--- config.mk ---
export PLATFORM = sky130hd
export DESIGN_NAME = peripheral_bus_clock_divider
export DESIGN_NICKNAME = d
export VERILOG_FILES = /design/src/inc/clkdiv_pkg.sv /design/src/hdl/clock_ratio_counter.sv /design/src/hdl/peripheral_bus_clock_divider.sv
export VERILOG_INCLUDE_DIRS = /design/src /design/src/inc
export SDC_FILE = /design/constraint.sdc
export NUM_CORES = 1
export LEC_CHECK = 0
export BUFFER_PORTS_ARGS = -buffer_cell sky130_fd_sc_hd__buf_2
export CAP_MARGIN = 20
export CORE_MARGIN = 2
export CORE_UTILIZATION = 46
export CTS_BUF_LIST = sky130_fd_sc_hd__clkbuf_2
export DETAILED_ROUTE_END_ITERATION = 10
export GPL_ROUTABILITY_DRIVEN = 0
export PLACE_DENSITY_LB_ADDON = 0.12
export SLEW_MARGIN = 40
export SYNTH_ARGS = -nofsm -noshare
export SYNTH_HDL_FRONTEND = slang
export SYNTH_SLANG_ARGS = --single-unit
--- constraint.sdc ---
create_clock -name CLK -period 3.5 [get_ports CLK]
set_input_delay 0.525 -clock CLK [delete_from_list [all_inputs] [get_ports CLK]]
set_output_delay 0.525 -clock CLK [all_outputs]
set_load 0.02 [all_outputs]
--- src/inc/clkdiv_params.svh ---
// Constants for the peripheral bus clock divider
//
// Function
// - The divisor-ready flag reads 1 whenever no ratio change is under way, and a new divide selection is then accepted.
// - While a ratio change is under way the divisor-ready flag reads 0 and writes to the divide selection are refused.
// - The bus clock tick is the system clock divided by 8, 4, 2 or 1 for selection 11, 10, 01 or 00.
// - Software unlocks before writing the divisor control register, and the block takes such writes only after it.
// - Bits 31 to 12 and 10 to 2 of the divisor control register always read as zero.
`ifndef CLKDIV_PARAMS_SVH
`define CLKDIV_PARAMS_SVH

`define CLKDIV_ADDR_W 8
`define CLKDIV_CTRL_OFFSET 8'h00
`define CLKDIV_UNLOCK_OFFSET 8'h04
`define CLKDIV_SEL_LSB 0
`define CLKDIV_SEL_MSB 1
`define CLKDIV_READY_BIT 11
`define CLKDIV_UNLOCKED_BIT 0
`define CLKDIV_SEL_RESET 2'h0
`define CLKDIV_KEY_FIRST 32'h5a5a0001
`define CLKDIV_KEY_SECOND 32'ha5a50002
`define CLKDIV_CNT_W 3

`endif

--- src/inc/clkdiv_pkg.sv ---
// Types shared by the peripheral bus clock divider
package clkdiv_pkg;
  typedef enum logic [1:0] {
    DIV_BY_1,
    DIV_BY_2,
    DIV_BY_4,
    DIV_BY_8
  } divide_select_type;

  typedef enum logic [1:0] {
    LOCKED,
    KEY_ONE_SEEN,
    UNLOCKED
  } unlock_state_type;
endpackage

--- src/hdl/clock_ratio_counter.sv ---
// Free-running period counter that flags the last system cycle of each bus clock period
`include "clkdiv_params.svh"
module clock_ratio_counter #(
  parameter int WIDTH = `CLKDIV_CNT_W
) (
  input wire logic clk,
  input wire logic rst_n,
  input wire logic ce,
  input wire logic [WIDTH-1:0] limit,
  output logic wrap
);
  logic [WIDTH-1:0] count;

  // Last cycle of the period; a limit of zero wraps every cycle
  assign wrap = (count == limit);

  // Count up to the limit and restart; the limit is compared unlatched, so a new limit bites in the current period
  always_ff @(posedge clk or negedge rst_n) begin
    if (!rst_n) begin
      count <= '0;
    end else if (ce) begin
      if (wrap) begin
        count <= '0;
      end else begin
        count <= count + 1'b1;
      end
    end
  end
endmodule

--- src/hdl/peripheral_bus_clock_divider.sv ---
// Peripheral bus clock divider with unlock-protected divisor control register
//
// Local design decisions: the address map and strobed register access.
`include "clkdiv_params.svh"
module peripheral_bus_clock_divider #(
  parameter int CNT_W = `CLKDIV_CNT_W
) (
  input wire logic CLK,
  input wire logic RST_N,
  input wire logic CE,
  input wire logic [`CLKDIV_ADDR_W-1:0] ADDR,
  input wire logic [31:0] WDATA,
  input wire logic WR,
  input wire logic RD,
  output logic [31:0] RDATA,
  output logic PERIPHERAL_BUS_CLOCK_TICK,
  output logic DIVISOR_READY_FLAG
);
  clkdiv_pkg::divide_select_type bus_clock_divide_select;
  clkdiv_pkg::divide_select_type active_select;
  clkdiv_pkg::unlock_state_type unlock_state;
  logic divisor_ready_flag;
  logic wr_ctrl;
  logic wr_unlock;
  logic rd_ctrl;
  logic rd_unlock;
  logic accept_sel;
  logic [CNT_W-1:0] limit;
  logic wrap;
  logic [31:0] next_rdata;

  // Address decode
  always_comb begin
    wr_ctrl = 1'b0;
    wr_unlock = 1'b0;
    rd_ctrl = 1'b0;
    rd_unlock = 1'b0;
    if (ADDR == `CLKDIV_CTRL_OFFSET) begin
      wr_ctrl = WR;
      rd_ctrl = RD;
    end else if (ADDR == `CLKDIV_UNLOCK_OFFSET) begin
      wr_unlock = WR;
      rd_unlock = RD;
    end
  end

  // A select write lands only when unlocked and idle
  assign accept_sel = wr_ctrl && (unlock_state == clkdiv_pkg::UNLOCKED) && divisor_ready_flag;

  // Two-key unlock; any control write relocks so each change needs a fresh unlock
  always_ff @(posedge CLK or negedge RST_N) begin
    if (!RST_N) begin
      unlock_state <= clkdiv_pkg::LOCKED;
    end else if (CE) begin
      if (wr_ctrl) begin
        unlock_state <= clkdiv_pkg::LOCKED;
      end else if (wr_unlock) begin
        case (unlock_state)
          clkdiv_pkg::LOCKED: begin
            if (WDATA == `CLKDIV_KEY_FIRST) begin
              unlock_state <= clkdiv_pkg::KEY_ONE_SEEN;
            end
          end
          clkdiv_pkg::KEY_ONE_SEEN: begin
            if (WDATA == `CLKDIV_KEY_SECOND) begin
              unlock_state <= clkdiv_pkg::UNLOCKED;
            end else if (WDATA == `CLKDIV_KEY_FIRST) begin
              unlock_state <= clkdiv_pkg::KEY_ONE_SEEN;
            end else begin
              unlock_state <= clkdiv_pkg::LOCKED;
            end
          end
          default: begin
            unlock_state <= unlock_state;
          end
        endcase
      end
    end
  end

  // Requested divide selection as software sees it
  always_ff @(posedge CLK or negedge RST_N) begin
    if (!RST_N) begin
      bus_clock_divide_select <= clkdiv_pkg::divide_select_type'(`CLKDIV_SEL_RESET);
    end else if (CE && accept_sel) begin
      bus_clock_divide_select <=
        clkdiv_pkg::divide_select_type'(WDATA[`CLKDIV_SEL_MSB:`CLKDIV_SEL_LSB]);
    end
  end

  // Ready drops on a real change and returns when the new ratio is in use
  always_ff @(posedge CLK or negedge RST_N) begin
    if (!RST_N) begin
      divisor_ready_flag <= 1'b1;
    end else if (CE) begin
      if (accept_sel && (WDATA[`CLKDIV_SEL_MSB:`CLKDIV_SEL_LSB] != active_select)) begin
        divisor_ready_flag <= 1'b0;
      end else if (!divisor_ready_flag && wrap) begin
        divisor_ready_flag <= 1'b1;
      end
    end
  end

  // Ratio in use switches only on a period boundary, so no period is cut short
  always_ff @(posedge CLK or negedge RST_N) begin
    if (!RST_N) begin
      active_select <= clkdiv_pkg::divide_select_type'(`CLKDIV_SEL_RESET);
    end else if (CE && !divisor_ready_flag && wrap) begin
      active_select <= bus_clock_divide_select;
    end
  end

  // Period length from the selection: 1, 2, 4 or 8 system cycles
  always_comb begin
    case (active_select)
      clkdiv_pkg::DIV_BY_8: limit = CNT_W'(7);
      clkdiv_pkg::DIV_BY_4: limit = CNT_W'(3);
      clkdiv_pkg::DIV_BY_2: limit = CNT_W'(1);
      default: limit = CNT_W'(0);
    endcase
  end

  clock_ratio_counter #(
    .WIDTH(CNT_W)
  ) u_period (
    .clk(CLK),
    .rst_n(RST_N),
    .ce(CE),
    .limit(limit),
    .wrap(wrap)
  );

  // Tick is a registered enable; peripherals gate on it rather than on a derived clock edge
  always_ff @(posedge CLK or negedge RST_N) begin
    if (!RST_N) begin
      PERIPHERAL_BUS_CLOCK_TICK <= 1'b0;
    end else if (CE) begin
      PERIPHERAL_BUS_CLOCK_TICK <= wrap;
    end
  end

  // Ready mirrored to a pin for hardware that polls it
  always_ff @(posedge CLK or negedge RST_N) begin
    if (!RST_N) begin
      DIVISOR_READY_FLAG <= 1'b1;
    end else if (CE) begin
      DIVISOR_READY_FLAG <= divisor_ready_flag;
    end
  end

  // Read data; unused bits stay zero
  always_comb begin
    next_rdata = 32'h00000000;
    if (rd_ctrl) begin
      next_rdata[`CLKDIV_SEL_MSB:`CLKDIV_SEL_LSB] = bus_clock_divide_select;
      next_rdata[`CLKDIV_READY_BIT] = divisor_ready_flag;
    end else if (rd_unlock) begin
      next_rdata[`CLKDIV_UNLOCKED_BIT] = (unlock_state == clkdiv_pkg::UNLOCKED);
    end
  end

  // Read data stand one cycle after an enabled strobe and are zero after other enabled cycles; RDATA holds while CE is low
  always_ff @(posedge CLK or negedge RST_N) begin
    if (!RST_N) begin
      RDATA <= 32'h00000000;
    end else if (CE) begin
      RDATA <= next_rdata;
    end
  end
endmodule

==> impl_metrics.json <==
{
  "status": "finished, final reports clean",
  "cts_hold_buf": 0,
  "layout-drive-gt1-share": 0.363,
  "core_area_um2": 2430,
  "clock.fmax_ghz": 0.632,
  "die_area_um2": 2920,
  "drv_cap": 0,
  "wl_per_cell_um": 11.2,
  "area_delta_synth_final_pct": 16.1,
  "cts_root_buf": "clkbuf_2",
  "synth_seq_cells": 15,
  "ios": 79,
  "drt_wl_total_um": 2250,
  "fillers": 236,
  "drv_slew": 0,
  "worstReg2RegEnd": "active_select[1]",
  "syn_avg_cell_area_um2": 9.60,
  "fin_setup_tns_ps": 0,
  "final_common_cell": "buf_2",
  "cts_resized": 0,
  "synthFlopType": "dfrtp_1",
  "tritoncts": "built",
  "netlist_instances": 120,
  "postCtsSetupBuffers": 0,
  "rsz0062_at_grt": "no",
  "final_nets": 218,
  "drt_iter0_drc": 16,
  "setup_ws_ps": 1920,
  "grt_pass1_wl_um": 3550,
  "synth.largest_area_cell": "dfrtp_1",
  "dp_hpwl_um": 1890,
  "start_util": 0.474,
  "setup_viol": 0,
  "synthDistinctLibCells": 39,
  "die_w_um": 54.1,
  "skew_ps": 7.84,
  "clock_latency_ps": 300,
  "synth-edff-count": 0,
  "post-route-period-util": 0.452,
  "crit_fanout": 4,
  "grt_max_degree": 16,
  "dp_slack_ps": 1700,
  "std_cell_rows": 18,
  "ys_warn_count": 0,
  "path_clk_slew_ps": 160,
  "port_buffers": 49,
  "critical_path_class": "flip-flop to flip-flop",
  "grt_overflow": 0,
  "dp_cells": 197,
  "fin_area_um2": 1340,
  "grt_pass1_vias": 902,
  "cts_buffer_depth": 2,
  "place_area_um2": 1320,
  "critPathCapture": "active_select[1]",
  "fin_cells": 201,
  "required_ps": 3710,
  "async_flop_share": 1.00,
  "fin_crit_ps": 1580,
  "p_leak_nw": 0.714,
  "drc": 0,
  "reg2reg_slack_ps": 1920,
  "synth.cell_area_um2": 1150,
  "h-tree-depth": 1,
  "min_path_type": "primary input to async pin",
  "track_usage": 0.169,
  "final_cell_mix": "49 x buf_2, 29 x conb_1, 13 x dfrtp_1",
  "synth.area.top_cells": "dfrtp_1 28%, buf_4 19%, nor4bb_1 5.2%",
  "critPathCaptureType": "flip-flop",
  "yosysTopAreaCellShare": 0.282,
  "cts.sinks": 15,
  "ff2ff_path_depth": 4,
  "ant_nets": 0,
  "startpoint": "u_period.count[1]",
  "cts_inserted_buffers": 3,
  "vias": 982,
  "antenna_found_initial": 0,
  "dr.pass1.iters": 4,
  "yosysSeqAreaShare": 0.328,
  "finalHoldViolations": 0,
  "ir_drop_v": 0.000261,
  "r2r-start": "u_period.count[1]",
  "p_per_area_nw_per_um2": 351,
  "crit_arrival_ps": 1790,
  "n_antenna_cell": 0,
  "critPathLaunchType": "flip-flop",
  "die_h_um": 54.1,
  "via_per_inst": 4.89
}
[final cells by class]
cell class,count,area (um2),area share
clock buffers,3,15.0,0.0112
clock inverters,1,5.00,0.00374
inverters,7,26.3,0.0196
multi-input cells,96,631,0.471
flip-flops and latches,15,378,0.283
well taps,30,37.5,0.0281
repair buffers,49,245,0.183
[critical path, cell delays in order (launching register included)]
cell and delay (ps):
dfrtp_1 440, or3_4 400, a21oi_4 170, o211ai_2 140, mux2_1 330
[state kept, by name, summed over array words and instances (netlist names)]
signal	count
DIVISOR_READY_FLAG	1
PERIPHERAL_BUS_CLOCK_TICK	1
RDATA	3
active_select	2
bus_clock_divide_select	2
divisor_ready_flag	1
u_period.count	3
unlock_state	2
[synthesized netlist by cell type (all sizes together) (2+ instances only)]
cell type  instances
o31ai              2
dfrtp             13
o21ai              2
nor4               5
nor4bb             6
dfstp              2
nand2              8
mux2               5
nand3              2
nor2               6
o32ai              3
nand4              4
or3                2
nor2b              3
nand4b             2
xnor2              2
inv                7
buf               30
[through the flow]
step	power [mW]	hold slack, ps	util
final	0.469	91.4	0.550
after global routing	0.502	117	0.550
after CTS	0.470	105	0.550
after detailed placement	0.385	447	0.542
after global placement	0.382	443	0.542
after floorplan	0.359	229	-
[worst min-delay path by stage]
stage | start | endpoint | cells after the start
3_3_place_gp | RST_N | RDATA[1] | 1
5_1_grt | RST_N | bus_clock_divide_select[1] | 1
6_report | RST_N | RDATA[1] | 1
2_1_floorplan | RST_N | PERIPHERAL_BUS_CLOCK_TICK | 0
4_1_cts | RST_N | RDATA[11] | 1
3_5_place_dp | RST_N | RDATA[11] | 1
[routing by layer]
metal	up-vias	global-route usage	share of wire
met5	-	0	0
met4	0	0.0833	0.020
met3	5	0.0306	0.097
met2	56	0.315	0.48
met1	443	0.179	0.40
li1	478	-	-
[cells by family (layout without fill, tap and decap cells)]
family	Yosys count	in the layout	share of synthesized area
buffers and inverters	37	60	0.216
XOR/XNOR	3	3	0.0228
adder cells (fa/ha/maj)	1	1	0.0109
multiplexers	6	6	0.0575
flip-flops	15	15	0.328
AND/OR/NAND/NOR	44	44	0.254
AO/OA/AOI/OAI	13	13	0.107
other	1	29	0.00325
[report_power, final]
group | switching [mW] | internal, mW
combinational | 0.0977 | 0.0736
sequential | 0.0181 | 0.193
clock | 0.0610 | 0.0259
Note: power is estimated with default switching activity, not from simulation.
